## src/include/riomap_pkg.sv

```systemverilog
package riomap_pkg;
  // unit type codes
  typedef enum logic [1:0] {
    RIOM_UNIT_NONE,
    RIOM_UNIT_DIO32,
    RIOM_UNIT_DIO64,
    RIOM_UNIT_DIO64_AO
  } riom_unit_e;
  localparam logic [1:0]  RIOM_UNIT_DIO32_AI = 2'h3;
  localparam int          RIOM_NUM_UNITS     = 8;
  localparam int          RIOM_MAX_POINTS    = 8;
  localparam logic [11:0] RIOM_BLOCK_SIZE    = 12'h020;
  localparam logic [11:0] RIOM_P1_IN_BASE    = 12'h100;
  localparam logic [11:0] RIOM_P1_OUT_BASE   = 12'h100;
  localparam logic [11:0] RIOM_P2_IN_BASE    = 12'h640;
  localparam logic [11:0] RIOM_P2_OUT_BASE   = 12'h740;
  localparam logic [11:0] RIOM_P1_IN_FREG    = 12'h080;
  localparam logic [11:0] RIOM_P1_OUT_FREG   = 12'h180;
  localparam logic [11:0] RIOM_AO_FREG_BASE  = 12'h100;
  localparam int          RIOM_AO_FREG_NUM   = 4;
  localparam logic [2:0]  RIOM_P1_MAX_SW     = 3'h3;
  localparam logic [2:0]  RIOM_P1_FREG_SW    = 3'h2;
  localparam logic [11:0] RIOM_PANEL_RST_X   = 12'h108;
  localparam logic [11:0] RIOM_RIGHT_OUT_PTS = 12'h010;
endpackage : riomap_pkg

```

## src/riomap_top.sv

```systemverilog
`timescale 1ns/1ns
// Notes on behaviour
// - channel switch n maps inputs to X block n*0x20, outputs to matching Y block.
// - right-side card maps only the lower 16 outputs of the selected Y block.
// - analog outputs take file registers 0x100..0x103 in ascending switch order.
// - single-card unit occupies one point, two-card and base unit two.
// - each unit type reports its input and output point counts; analog input points always read 0.
// - type suffix 0 means sink outputs, 1 means source outputs.
// - a configuration input picks one of two operation-board patterns.
// - pattern 1 puts board I/O from X100/Y100, switches 0 and 1 take blocks.
// - pattern 1 switch 2 and 3 map to file register pairs 0x80/0x180 upward.
// - pattern 2 puts board I/O from X640/Y740, 0x20 points per switch.
// - pattern 2 switch 7 ends at X73F and Y83F, contiguous ranges.
// - board input X108 is reserved as the board reset signal.
// - no analog output is offered through the operation-board remote I/O.
module riomap_top #(
  parameter int NUM_UNITS = riomap_pkg::RIOM_NUM_UNITS
) (
  input  wire logic        clk,           // 10 MHz clock
  input  wire logic        rst_b,         // synchronous reset, active low
  input  wire logic        clk_en,        // freezes all state while low, unless rst_b is low
  input  wire logic [2:0]  unit_sel,      // channel-1 unit slot to look up
  input  wire logic [1:0]  unit_type,     // type of that unit
  input  wire logic        unit_suffix,   // output type suffix of that unit
  input  wire logic [2:0]  unit_sw,       // channel switch of that unit
  input  wire logic        unit_right,    // address the right-side card
  input  wire logic        unit_base,     // slot holds the base I/O unit
  input  wire logic        board_valid,   // board unit lookup present
  input  wire logic [2:0]  board_sw,      // board unit channel switch
  input  wire logic        board_has_ao,  // board unit has analog capability
  input  wire logic        pattern_sel,   // 0 pattern 1, 1 pattern 2
  output logic [11:0] x_start,            // first input device of the unit
  output logic [11:0] y_start,            // first output device of the unit
  output logic [11:0] y_end,              // last output device of the unit
  output logic [6:0]  in_pts,             // input points of the unit
  output logic [5:0]  out_pts,            // output points of the unit
  output logic [2:0]  ai_pts,             // analog input points
  output logic        ao_present,         // unit has an analog output
  output logic [11:0] ao_freg,            // file register of the analog output
  output logic        out_source,         // outputs are source type
  output logic [3:0]  occ_total,          // summed occupied points
  output logic [11:0] bx_start,           // board first input device or register
  output logic [11:0] by_start,           // board first output device or register
  output logic        b_freg,             // board maps to file registers
  output logic        b_ao_en,            // board analog output enable
  output logic [11:0] b_reset_x,          // reserved board reset input device
  output logic        cfg_err             // configuration error flag
);
  // refuse slot counts that the 3-bit slot index and the 8-slot tables cannot hold
  if (NUM_UNITS < 1 || NUM_UNITS > 8) begin : g_bad_units
    $error("NUM_UNITS must be 1..8");
  end

  typedef struct packed {
    logic [7:0]  present;
    logic [15:0] occ;
    logic [7:0]  has_ao;
    logic [11:0] x_start;
    logic [11:0] y_start;
    logic [11:0] y_end;
    logic [6:0]  in_pts;
    logic [5:0]  out_pts;
    logic [2:0]  ai_pts;
    logic        ao_present;
    logic [11:0] ao_freg;
    logic        out_source;
    logic [3:0]  occ_total;
    logic [11:0] bx_start;
    logic [11:0] by_start;
    logic        b_freg;
    logic        b_ao_en;
    logic [11:0] b_reset_x;
    logic        cfg_err;
  } riom_state_s;

  riom_state_s s_q;
  riom_state_s s_d;

  // occupied points for one unit type
  function automatic logic [1:0] riom_occ(input logic [1:0] t, input logic base);
    logic [1:0] pts;
    if (base) begin
      pts = 2'h2;
    end else begin
      case (t)
        2'h0:    pts = 2'h0;
        2'h1:    pts = 2'h1;
        default: pts = 2'h2;
      endcase
    end
    riom_occ = pts;
  endfunction : riom_occ

  // first device of the 32-point block picked by a channel switch
  function automatic logic [11:0] riom_block(input logic [2:0] sw);
    riom_block = 12'(sw) * riomap_pkg::RIOM_BLOCK_SIZE;
  endfunction : riom_block

  // offset of a file register pair; each switch value takes two registers
  function automatic logic [11:0] riom_pair(input logic sw_lsb);
    riom_pair = {10'h000, sw_lsb, 1'b0};
  endfunction : riom_pair

  // next state computation
  always_comb begin
    logic [4:0]  sum;
    logic [2:0]  rank;
    logic [11:0] blk;
    logic [11:0] bblk;
    logic        is_ao;
    s_d  = s_q;
    // five bits: eight two-point slots sum to 16, which would wrap a 4-bit total
    sum  = 5'h00;
    rank = 3'h0;
    blk  = riom_block(unit_sw);
    bblk = riom_block(board_sw);
    is_ao = unit_base || unit_type == 2'(riomap_pkg::RIOM_UNIT_DIO64_AO)
            || unit_type == riomap_pkg::RIOM_UNIT_DIO32_AI;
    // record the unit in its slot
    if (32'(unit_sel) < NUM_UNITS) begin
      s_d.present[unit_sel]   = unit_type != 2'h0 || unit_base;
      s_d.occ[2*unit_sel +: 2] = riom_occ(unit_type, unit_base);
      s_d.has_ao[unit_sel]    = is_ao;
    end
    for (int i = 0; i < 8; i++) begin
      sum = sum + {3'h0, s_d.occ[2*i +: 2]};
    end
    // analog register rank: count lower switch numbers carrying analog output
    // only slots that hold a unit take part, so a cleared slot frees its register
    for (int i = 0; i < 8; i++) begin
      if (s_d.present[i] && s_d.has_ao[i] && 3'(i) < unit_sw) rank = rank + 3'h1;
    end
    s_d.x_start    = blk;
    s_d.y_start    = blk;
    s_d.y_end      = unit_right ? blk + riomap_pkg::RIOM_RIGHT_OUT_PTS - 12'h001
                                : blk + riomap_pkg::RIOM_BLOCK_SIZE - 12'h001;
    // point counts of the unit type just looked up
    case (unit_type)
      2'h1: begin
        s_d.in_pts  = 7'h20;
        s_d.out_pts = 6'h20;
        s_d.ai_pts  = 3'h0;
      end
      2'h2: begin
        s_d.in_pts  = 7'h40;
        s_d.out_pts = 6'h30;
        s_d.ai_pts  = 3'h0;
      end
      2'h3: begin
        s_d.in_pts  = 7'h40;
        s_d.out_pts = 6'h30;
        s_d.ai_pts  = 3'h0;
      end
      default: begin
        s_d.in_pts  = 7'h00;
        s_d.out_pts = 6'h00;
        s_d.ai_pts  = 3'h0;
      end
    endcase
    // only the first four analog outputs get a register, the rest are not mapped
    s_d.ao_present = is_ao && 32'(rank) < riomap_pkg::RIOM_AO_FREG_NUM;
    s_d.ao_freg    = riomap_pkg::RIOM_AO_FREG_BASE + {9'h000, rank};
    s_d.out_source = unit_suffix;
    // the total port is four bits wide, so a full channel of 16 shows as 15
    s_d.occ_total  = sum > 5'h0F ? 4'hF : sum[3:0];
    // operation board mapping
    if (!pattern_sel) begin
      if (board_sw >= riomap_pkg::RIOM_P1_FREG_SW) begin
        s_d.b_freg   = 1'b1;
        s_d.bx_start = riomap_pkg::RIOM_P1_IN_FREG + riom_pair(board_sw[0]);
        s_d.by_start = riomap_pkg::RIOM_P1_OUT_FREG + riom_pair(board_sw[0]);
      end else begin
        s_d.b_freg   = 1'b0;
        s_d.bx_start = riomap_pkg::RIOM_P1_IN_BASE + bblk;
        s_d.by_start = riomap_pkg::RIOM_P1_OUT_BASE + bblk;
      end
    end else begin
      s_d.b_freg   = 1'b0;
      s_d.bx_start = riomap_pkg::RIOM_P2_IN_BASE + bblk;
      s_d.by_start = riomap_pkg::RIOM_P2_OUT_BASE + bblk;
    end
    // board analog output stays off even when the attached unit could drive one
    s_d.b_ao_en   = 1'b0 & board_has_ao;
    // the board reset input is fixed and never handed to another use
    s_d.b_reset_x = riomap_pkg::RIOM_PANEL_RST_X;
    // error on an overloaded channel or a board switch beyond pattern 1's range
    s_d.cfg_err   = sum > 5'(riomap_pkg::RIOM_MAX_POINTS)
                    || (board_valid && !pattern_sel && board_sw > riomap_pkg::RIOM_P1_MAX_SW);
  end

  // state register
  always_ff @(posedge clk) begin
    if (!rst_b) begin
      s_q <= '0;
    end else if (clk_en) begin
      s_q <= s_d;
    end
  end

  // outputs straight from the state register
  // unit lookup results
  assign x_start    = s_q.x_start;
  assign y_start    = s_q.y_start;
  assign y_end      = s_q.y_end;
  assign in_pts     = s_q.in_pts;
  assign out_pts    = s_q.out_pts;
  assign ai_pts     = s_q.ai_pts;
  assign ao_present = s_q.ao_present;
  assign ao_freg    = s_q.ao_freg;
  assign out_source = s_q.out_source;
  assign occ_total  = s_q.occ_total;
  // operation board results
  assign bx_start   = s_q.bx_start;
  assign by_start   = s_q.by_start;
  assign b_freg     = s_q.b_freg;
  assign b_ao_en    = s_q.b_ao_en;
  assign b_reset_x  = s_q.b_reset_x;
  assign cfg_err    = s_q.cfg_err;
endmodule : riomap_top

```

## config.mk

```make
export PLATFORM = sky130hd
export DESIGN_NAME = riomap_top
export DESIGN_NICKNAME = d
export VERILOG_FILES = /design/src/include/riomap_pkg.sv /design/src/riomap_top.sv
export SDC_FILE = /design/constraint.sdc
export NUM_CORES = 1
export LEC_CHECK = 0
export ABC_AREA = 1
export BUFFER_PORTS_ARGS = -buffer_cell sky130_fd_sc_hd__buf_2
export CAP_MARGIN = 25
export CORE_AREA = 4 4 98 100
export CTS_CLUSTER_DIAMETER = 30
export CTS_CLUSTER_SIZE = 30
export DETAILED_ROUTE_END_ITERATION = 8
export DIE_AREA = 0 0 102 104
export GPL_ROUTABILITY_DRIVEN = 0
export PLACE_DENSITY = 0.91
export SETUP_SLACK_MARGIN = 0.4
export SYNTH_ARGS = -nofsm -noshare
export SYNTH_HDL_FRONTEND = slang
export SYNTH_SLANG_ARGS = --single-unit
```

## constraint.sdc

```tcl
create_clock -name clk -period 5.2 [get_ports clk]
set_input_delay 0.26 -clock clk [delete_from_list [all_inputs] [get_ports clk]]
set_output_delay 0.26 -clock clk [all_outputs]
set_load 0.005 [all_outputs]
```

==> results of run 1 <==
[power groups by stage]
| stage | Sequential (uW) | Clock (uW) | Combinational (uW) |
|---|---|---|---|
| 2_1_floorplan | 508 | 0 | 370 |
| 3_3_place_gp | 509 | 0 | 395 |
| 3_5_place_dp | 511 | 0 | 414 |
| 5_1_grt | 506 | 403 | 501 |
| 4_1_cts | 501 | 384 | 415 |
| 6_report | 502 | 378 | 428 |
[logic make-up (layout without fill, tap and decap cells)]
logic type / after synthesis / in the layout / synth area share, %
adder cells (fa/ha/maj): 28 / 28 / 9.45
AO/OA/AOI/OAI: 117 / 117 / 14.7
flip-flops: 58 / 58 / 25.4
XOR/XNOR: 1 / 1 / 0.191
other: 1 / 62 / 0.0819
buffers and inverters: 234 / 201 / 28.5
AND/OR/NAND/NOR: 203 / 203 / 21.7
[placed cells by master, fill, tap and decap left out, types with 6 or more instances in the layout]
cell type  Yosys  final
a21oi_1       33     33
buf_2          2     65
buf_4        106      8
clkbuf_8       1     10
conb_1         1     62
dfxtp_1       58     58
fa_1          11     11
ha_1          17     14
inv_1        106    103
inv_2          3      6
nand2_1       86     86
nand2_2        8      8
nand3_1       24     24
nand3_2        8      8
nand4_1        7      7
nor2_1        55     51
o211ai_1      10     10
o21ai_0       54     49
o21ai_2        7     10
[through the flow]
| step | power [uW] | setup WS (ns) | area, sq um | util (%) | hold WS [ns] |
|---|---|---|---|---|---|
| 2_1_floorplan | 879 | 0.431 | 4810 | - | 0.354 |
| 3_3_place_gp | 904 | 0.216 | 4430 | 51.0 | 0.451 |
| 3_5_place_dp | 924 | 0.139 | 4450 | 51.3 | 0.456 |
| 4_1_cts | 1300 | 0.512 | 4630 | 53.3 | 0.0831 |
| 5_1_grt | 1410 | 0.378 | 4690 | 54.1 | 0.0841 |
| 6_report | 1310 | 0.621 | 4690 | 54.1 | 0.0921 |
[registers in the layout, indices dropped and copies added, names as in the netlist]
| register | count |
|---|---|
| in_pts | 1 |
| by_start | 3 |
| ao_present | 1 |
| y_end | 5 |
| ao_freg | 3 |
| out_source | 1 |
| occ_total | 4 |
| s_q | 30 |
| cfg_err | 1 |
| out_pts | 2 |
| bx_start | 6 |
| b_freg | 1 |
[worst max path at each step]
stage               to  slack (ns)  cells past startpoint
5_1_grt        cfg_err        0.38                     24
4_1_cts        cfg_err        0.51                     24
3_3_place_gp   cfg_err        0.22                     24
3_5_place_dp   cfg_err        0.14                     24
6_report       cfg_err        0.62                     19
2_1_floorplan  cfg_err        0.43                     24
[area by class of cell]
cell class / count / area (sq um) / share of cell area, %
multi-input combinational: 411 / 2400 / 51.0
tap: 108 / 135 / 2.88
clock inverter: 6 / 41.3 / 0.880
inverter: 111 / 418 / 8.90
sequential: 58 / 1160 / 24.7
clock buffer: 10 / 138 / 2.93
timing repair buffer: 74 / 405 / 8.64
[cells in the mapped netlist (10+ instances only)]
| cell | count | area share [%] |
|---|---|---|
| a21oi_1 | 33 | 3.6 |
| buf_4 | 106 | 17 |
| clkbuf_1 | 11 | 0.90 |
| dfxtp_1 | 58 | 25 |
| fa_1 | 11 | 4.8 |
| ha_1 | 17 | 4.6 |
| inv_1 | 106 | 8.7 |
| nand2_1 | 86 | 7.0 |
| nand3_1 | 24 | 2.6 |
| nor2_1 | 55 | 4.5 |
| o211ai_1 | 10 | 1.6 |
| o21ai_0 | 54 | 5.9 |
[what timing repair did]
| action | CTS | global route |
|---|---|---|
| setup endpoints to repair | 0 | 5 |
| buffers inserted | 0 | 2 |
| resized for setup | 0 | 21 |
[layer usage]
layer | share of wire, % | global-route usage (%) | vias up
li1 | - | - | 1903
met1 | 44 | 21.7 | 1662
met2 | 48 | 28.6 | 128
met3 | 6.5 | 3.22 | 19
met4 | 2.1 | 9.18 | 0
met5 | 0 | 0 | -
==> qor.yml, run 1 <==
grt_overflow: 0
grt_pass1_vias: 3412
slowest_stage: "fa_1"
diodes: 0
clock_latency_ns: 0.35
placedCellCount: 760
cp_slowest_stage_delay_ns: 0.51
die_area_sq_mm: 0.0106
ys_seq_elements: 58
finalClockSkew_ns: 0.00529
rows: 34
cp_common_cell: "fa_1"
switchingPower_uw: 472
io_buffers: 65
drive_gt1_share_pct: 21.3
grt_setup_unrepaired: "no"
yosysSeqAreaShare_pct: 25.4
grt_usage_pct: 17.5
crit_type: "in2reg"
cts_root_buf: "clkbuf_8"
synth_enable_flop_cells: 0
async_reset_ff_share_pct: 0
drtAntennaViolNets: 0
vias: 3712
num_io_pins: 129
period_share_pct: 88.1
start_util_pct: 52.8
yosys_warnings: 0
synth_top_flop_cell: "dfxtp_1"
path_cells: "buf_2 -> inv_2 -> ha_2 -> ha_2 -> inv_2 -> nand4_1 -> o21ai_0 -> fa_1 -> inv_1 -> fa_1 -> fa_1 -> inv_1 -> fa_1 -> ha_1 -> inv_1 -> fa_1 -> nand2_1 -> o31ai_2 -> a31oi_1"
rr_worst_depth: 14
syn_inst: 642
max_freq_ghz: 0.218
finalSetupTns_ns: 0
path_buf_inv: 6
routed_via_density: 4.77
relSlewSlack_pct: 58.1
h-tree-depth: 3
routed_wl_mm: 9.31
power_density_mw_per_mm2: 278
hold_depth: 2
required_ns: 5.41
hp-start: "unit_right"
hold_violations: 0
finalSetupViolations: 0
p_leak_uw: 0.00258
core_area_sq_mm: 0.00868
reg2reg_from: "s_q[117]"
cts_tree: "built"
startpoint: "unit_sel[1]"
first_pass_iters: 5
synth_cell_type_count: 42
grt_pass1_wl_mm: 15.1
nFillCells: 820
min_path_type: "in2reg"
p_seq_share_pct: 38.4
maxCapViolations: 0
drc: 0
synth_area_sq_mm: 0.00458
die_h_um: 104
p_clk_share_pct: 28.9
r2r_end: "cfg_err"
drtIter0Drc: 197
critPathTopFamily: "adder cells"
nNetsFinal: 713
avgSynthCellArea_sq_um: 7.13
die-width_um: 102
worst_setup_path_end_kind: "register"
critPathMaxFanout: 5
intPower_uw: 835
startpoint_type: "input port"
layout.cells.non_filler: 778
comb_power_share_pct: 32.7
dpl.hpwl_mm: 6.93
rrSetupSlack_ns: 1.23
max-vdd-ir-drop_mv: 0.104
cts.hold.buffers_added: 0
fin_crit_ns: 4.58
status: "finished clean"
cts_sinks: 58
p_sw_share_pct: 36.1
antenna_found_initial: 0
clk_pin_slew_ns: 0.07
tightest_slew_ns: 0.622
cts_buffers: 9
wl_per_cell_um: 12.0
clock_path_buffers: 2
hold-path-endpoint: "y_end[4]"
worstPathArrival_ns: 4.79
grt_max_degree: 65
maxSlewViolCount: 0
syn2layout_area_growth_pct: 2.51
(Power assumes the default switching activity.)
==> run 2, diff against run 1 <==
- ABC_AREA: 1 -> 0
- CORE_AREA: 4 4 98 100 -> 4 4 95 97
- DIE_AREA: 0 0 102 104 -> 0 0 99 101
- PLACE_DENSITY: 0.91 -> 0.92
==> run 2 against run 1 <==
Hold slack got worse by 0.0013 ns; total power fell by 8.0%; clock skew rose by 0.0014 ns; critical path type unchanged; synthesized area fell by 7.1%; die area fell by 5.7%; synthesized cell count fell by 23%; flip-flop and latch count did not move; sequential share of layout area rose by 1.1 points; maximum frequency fell by 4.4%.
==> qor.yml, run 2 <==
synthXorXnorAreaFrac_pct: 2.47  # +2.3 points
first_pass_iters: 5  # unchanged
routed_wl_mm: 8.98  # -3.6%
layout_setup_ws_ns: 0.410  # -0.212 ns
cts_tree: "built"
core_area_sq_mm: 0.00813  # -6.3%
synthAdderAreaFrac_pct: 10.2  # +0.73 points
die_h_um: 101  # -2.9%
rr_worst_depth: 21  # +7
startpoint_type: "input port"
drtIter0Drc: 151  # -23%
final_cell_area_sq_mm: 0.00450  # -4.2%
cts_sinks: 58  # unchanged
synth_area_sq_mm: 0.00425  # -7.1%
grt_pass1_wl_mm: 14.2  # -5.8%
relSlewSlack_pct: 56.9  # -1.2 points
synth_top_family_by_area: "buffers and inverters"
synth_mux_area_share_pct: 8.68  # +8.7 points
worstPathArrival_ns: 5.02  # +0.23 ns
finalClockSkew_ns: 0.00665  # +0.00137 ns
io_buffers: 65  # unchanged
yosys.area_share.simple_pct: 16.4  # -5.3 points
cts_buffers: 9  # unchanged
dpl.hpwl_mm: 6.49  # -6.4%
wl_met3_um: 578  # -4.5%
cts.hold.buffers_added: 0  # unchanged
crit_type: "in2reg"
p_leak_uw: 0.00219  # -15%
clock_latency_ns: 0.34  # about the same
yosysSeqAreaShare_pct: 27.3  # +1.9 points
wl_per_cell_um: 14.2  # +19%
synth_top_flop_cell: "dfxtp_1"
status: "finished clean"
async_reset_ff_share_pct: 0  # unchanged
h-tree-depth: 3  # unchanged
ys_seq_elements: 58  # unchanged
syn2layout_area_growth_pct: 5.77
num_io_pins: 129  # unchanged
routed_via_density: 5.16  # +8.1%
rrSetupSlack_ns: 0.75  # -0.48 ns
period_share_pct: 92.1  # +4.1 points
grt_usage_pct: 17.6  # +0.020 points
start_util_pct: 52.3  # -0.48 points
rows: 33  # -2.9%
cts_root_buf: "clkbuf_8"
min_path_type: "in2reg"
syn_inst: 495  # -23%
mostFrequentLayoutCell: "buf_2"
hold_depth: 2  # unchanged
fin_crit_ns: 4.79  # +0.212 ns
maxCapViolations: 0  # unchanged
yosys-top-cells-area: "dfxtp_1, buf_4, mux2i_1"
die_area_sq_mm: 0.0100  # -5.7%
placedInstanceArea_sq_mm: 0.00423  # -5.0%
grt_overflow: 0  # unchanged
place_ws_ns: -0.0336  # -0.173 ns
route.met2.wl_mm: 4.74  # +7.0%
hold_violations: 0  # unchanged
yosysMostFrequentCell: "buf_4"
required_ns: 5.43  # +0.02 ns
worst_setup_path_end_kind: "register"
drtAntennaViolNets: 0  # unchanged
power_density_mw_per_mm2: 267  # -4.0%
critPathMaxFanout: 10  # +5
diodes: 0  # unchanged
antenna_found_initial: 0  # unchanged
final_cell_mix: "buf_2, conb_1, nor2_1, dfxtp_1, mux2i_1"
nNetsFinal: 569  # -20%
vias: 3255  # -12%
grt_max_degree: 38  # -42%
synth_cell_type_count: 52  # +24%
avgSynthCellArea_sq_um: 8.59  # +20%
finalSetupTns_ns: 0  # unchanged
dr.max_layer_used: "met4"
grt_setup_unrepaired: "yes"
utilization_pct: 55.3  # +1.2 points
yosysTopAreaCellShare_pct: 27.3  # +1.9 points
max_freq_ghz: 0.209  # -4.4%
synth_enable_flop_cells: 0  # unchanged
largest_reg_flops: 30  # unchanged
yosys_warnings: 0  # unchanged
max-vdd-ir-drop_mv: 0.215  # +110%
finalSetupViolations: 0  # unchanged
synth.largest_area_cell: "dfxtp_1"
die-width_um: 99  # -2.9%
tightest_slew_ns: 0.646  # +0.0249 ns
synth_compound_area_share_pct: 12.1  # -2.7 points
wl_met1_mm: 3.40  # -17%
drc: 0  # unchanged
clock_path_buffers: 2  # unchanged
synth_common_cells: "buf_4, nor2_1, dfxtp_1"
regMostFlops: "s_q"
clk_pin_slew_ns: 0.07  # about the same
maxSlewViolCount: 0  # unchanged
grt_pass1_vias: 3054  # -10%
drive_gt1_share_pct: 23.6  # +2.2 points
## run 2: routing by layer
| layer | up-vias | track usage, % |
|---|---|---|
| met1 | 1545 | 19.6 |
| met3 | 31 | 4.71 |
| li1 | 1555 | - |
| met4 | 0 | 7.88 |
| met2 | 124 | 31.3 |
| met5 | - | 0 |
## run 2: where the power goes
part	switching (uW)	leakage (uW)	internal [uW]
combinational	150	0.00161	111
sequential	12.6	0.000475	467
clock	181	0.000109	281
total	344	0.00219	859
## run 2: final timing paths
check / start / endpoint
worst min-delay path: unit_right / y_end[4]
worst min register to register: by_start[11] / by_start[11]
worst max-delay path: unit_sel[1] / cfg_err
worst max register to register: s_q[109] / ao_present
## run 2: worst max-delay path, stage by stage
cell and delay (ns):
clkbuf_4 0.20, inv_2 0.09, ha_4 0.18, ha_4 0.27
nor4_4 0.32, mux2_4 0.36, fa_1 0.53, inv_1 0.06
fa_1 0.48, fa_1 0.50, inv_1 0.07, fa_1 0.51
ha_2 0.18, inv_1 0.05, fa_1 0.50, nor3b_2 0.16
nor2_1 0.06, a31oi_1 0.14, a21oi_1 0.08
## run 2: through the flow
step | hold slack, ns | power [uW] | cells
2_1_floorplan | 0.359 | 725 | 556
3_3_place_gp | 0.444 | 725 | 612
3_5_place_dp | 0.453 | 737 | 612
4_1_cts | 0.0817 | 1210 | 628
5_1_grt | 0.0767 | 1270 | 631
6_report | 0.0908 | 1200 | 631
## run 2: layout make-up
type                       count  area (sq um)
fill                         669          3640
multi-input combinational    347          2450
sequential                    58          1160
timing repair buffer          79           439
clock buffer                  11           141
tap                          105           131
inverter                      26          97.6
clock inverter                 5          77.6
## run 2: kinds of logic after synthesis
logic type      after synthesis
mux                          36
fa+ha+maj                    28
flops                        58
xor+xnor                      7
buf+inv                     151
compound gates               72
other cells                   1
simple gates                142
## run 2: repair_timing
| action | in CTS | in global routing |
|---|---|---|
| gates resized for setup | 2 | 6 |
| endpoints found under the hold margin | 0 | 0 |
| setup endpoints to repair | 1 | 3 |
| pin swaps | 0 | 2 |
| setup buffers | 0 | 3 |
| gates cloned | 0 | 0 |
==> run 3, diff against run 2 <==
- CORE_AREA: 4 4 95 97 -> 4 4 106 88
- DIE_AREA: 0 0 99 101 -> 0 0 110 92
- PLACE_DENSITY: 0.92 -> 0.91
==> run 3 against run 2 <==
Non-clock buffer count grew 4; cell count up 1.7%; combinational power rose by 2%; wire length increased by 4.6%; hold slack worse by 0.0031 ns; count of clock-buffer cells in the layout fell by 2; clock power is 7.1% lower; sequential share of layout area decreased by 0.39 points; die area grew 1.2%; critical path type unchanged; largest cell class unchanged; largest power group unchanged.
==> qor.yml, run 3 (synthesized netlist as in run 2, its figures left out) <==
wl_per_cell_um: 14.6  # +2.8%
routed_via_density: 5.08  # -1.5%
grt_overflow: 0  # unchanged
die_h_um: 92  # -8.9%
finalSetupViolations: 0  # unchanged
die-width_um: 110  # +11%
worst_hold_slack_ns: 0.0876  # -0.00311 ns
reg2reg_from: "s_q[109]"
critPathTopFamily: "adder cells"
cp_common_cell: "fa_1"
cts_buffers: 9  # unchanged
rows: 30  # -9.1%
grt_setup_unrepaired: "yes"
required_ns: 5.44  # about the same
place_ws_ns: 0.0575  # +0.0911 ns
first_pass_iters: 5  # unchanged
drtIter0Drc: 194  # +28%
core_area_sq_mm: 0.00830  # +2.0%
grt_pass1_vias: 3120  # +2.2%
finalClockSkew_ns: 0.00815  # +0.00150 ns
dpl.hpwl_mm: 6.71  # +3.5%
seqCellArea_sq_mm: 0.00116  # unchanged
h-tree-depth: 3  # unchanged
cts_tree: "built"
grt_max_degree: 47  # +24%
critPathMaxFanout: 6  # -4
max-vdd-ir-drop_mv: 0.143  # -34%
largest_reg_flops: 30  # unchanged
drtAntennaViolNets: 0  # unchanged
max_freq_ghz: 0.213  # +2.2%
die_area_sq_mm: 0.0101  # +1.2%
nFillCells: 721  # +7.8%
path_buf_inv: 5  # unchanged
maxCapViolations: 0  # unchanged
final_cell_mix: "conb_1, buf_2, nor2_1, dfxtp_1, mux2i_1"
startpoint: "unit_sel[1]"
maxSlewViolCount: 0  # unchanged
cts_sinks: 58  # unchanged
p_leak_uw: 0.00221  # +0.82%
start_util_pct: 51.3  # -1.0 points
min_path_type: "in2reg"
finalSetupTns_ns: 0  # unchanged
multiInputGateArea_sq_mm: 0.00246  # +0.56%
drc: 0  # unchanged
tightest_slew_ns: 0.619  # -0.0274 ns
relSlewSlack_pct: 58.7  # +1.8 points
nNetsFinal: 573  # +0.70%
regMostFlops: "s_q"
grt_pass1_wl_mm: 14.6  # +2.4%
slowest_stage: "fa_1"
grt_usage_pct: 18.2  # +0.63 points
io_buffers: 65  # unchanged
syn2layout_area_growth_pct: 7.38
vias: 3263  # +0.25%
worst_setup_path_end_kind: "register"
routed_wl_mm: 9.39  # +4.6%
layout_setup_ws_ns: 0.513  # +0.103 ns
antenna_found_initial: 0  # unchanged
period_share_pct: 90.1  # -2.0 points
cp_slowest_stage_delay_ns: 0.55  # +0.02 ns
drive_gt1_share_pct: 25.3  # +1.7 points
cts_root_buf: "clkbuf_8"
utilization_pct: 55.1  # -0.25 points
hold_violations: 0  # unchanged
status: "finished clean"
crit_type: "in2reg"
clock_path_buffers: 2  # unchanged
path_cells: "buf_12 -> inv_6 -> ha_4 -> ha_4 -> nand2b_4 -> nor3_2 -> nand2_1 -> mux2_2 -> fa_1 -> inv_1 -> fa_1 -> fa_1 -> inv_1 -> fa_1 -> ha_2 -> inv_2 -> fa_1 -> nor3b_2 -> nor2_1 -> a31oi_1 -> a21oi_1"
worstPathArrival_ns: 4.93  # -0.09 ns
clk_pin_slew_ns: 0.08  # about the same
power_density_mw_per_mm2: 257  # -3.8%
num_io_pins: 129  # unchanged
fin_crit_ns: 4.69  # -0.103 ns
clock_latency_ns: 0.35  # about the same
diodes: 0  # unchanged
hp-start: "unit_right"
startpoint_type: "input port"
power.total_uw: 1170  # -2.3%
-- run 3: changes by cell type in the layout (fill, tap and decap cells not counted), sizes merged --
cell	delta
buf	+6
clkbuf	-4
clkinvlp	+2
inv	+1
bufinv	-1
-- run 3: worst reg2reg max path, stage by stage (launching register included) --
cell and delay (ns):
dfxtp_1 0.33, nand2_1 0.05, mux2i_1 0.14, o31a_1 0.21, ha_1 0.28, nor2b_1 0.15
o2bb2ai_1 0.17, a211oi_4 0.23, inv_1 0.07, ha_1 0.28, nand3_1 0.07, o31ai_1 0.11
ha_1 0.29, mux2_2 0.30, ha_1 0.30, nand4_1 0.11, a21bo_2 0.23, ha_1 0.20
nand3_1 0.09, xor3_1 0.26, or4_1 0.51, nand3_1 0.08
-- run 3: layout make-up --
cell class | instances | area share (%)
timing repair buffer | 83 | 10.9
tap | 112 | 3.07
clock inverter | 7 | 1.73
inverter | 26 | 2.25
clock buffer | 9 | 2.71
multi-input combinational | 347 | 53.9
sequential | 58 | 25.4
-- run 3: worst paths after layout --
path              depth (start not counted)  slack, ns         end
setup / recovery                         21       0.51     cfg_err
hold / removal                            2       0.09    y_end[4]
setup reg to reg                         21       0.71  ao_present
hold reg to reg                           2       0.48    y_end[4]
-- run 3: layer usage --
layer,vias to the layer above,global-route usage [%],wire [um]
met5,-,0,0
met4,0,7.27,167
met3,17,3.80,699
met2,128,30.4,4640
met1,1549,22.6,3890
li1,1569,-,-
-- run 3: per-stage QoR --
| step | area, sq um | cells |
|---|---|---|
| after floorplan | 4580 | 556 |
| after global placement | 4230 | 618 |
| after detailed placement | 4230 | 618 |
| after CTS | 4430 | 634 |
| after global routing | 4570 | 642 |
| final | 4570 | 642 |
-- run 3: report_power, final --
part	switching (uW)	total (uW)	leakage [uW]	internal, uW
clock	205	429	0.0000921	224
sequential	13.2	480	0.000475	467
combinational	151	265	0.00164	114
total	369	1170	0.00221	805
-- run 3: timing repair --
item,4_1_cts,5_1_grt
pin swaps,0,14
hold buffers,0,0
buffers inserted,0,8
setup endpoints to repair,1,3
resized for setup,1,24
hold endpoints to repair,0,0
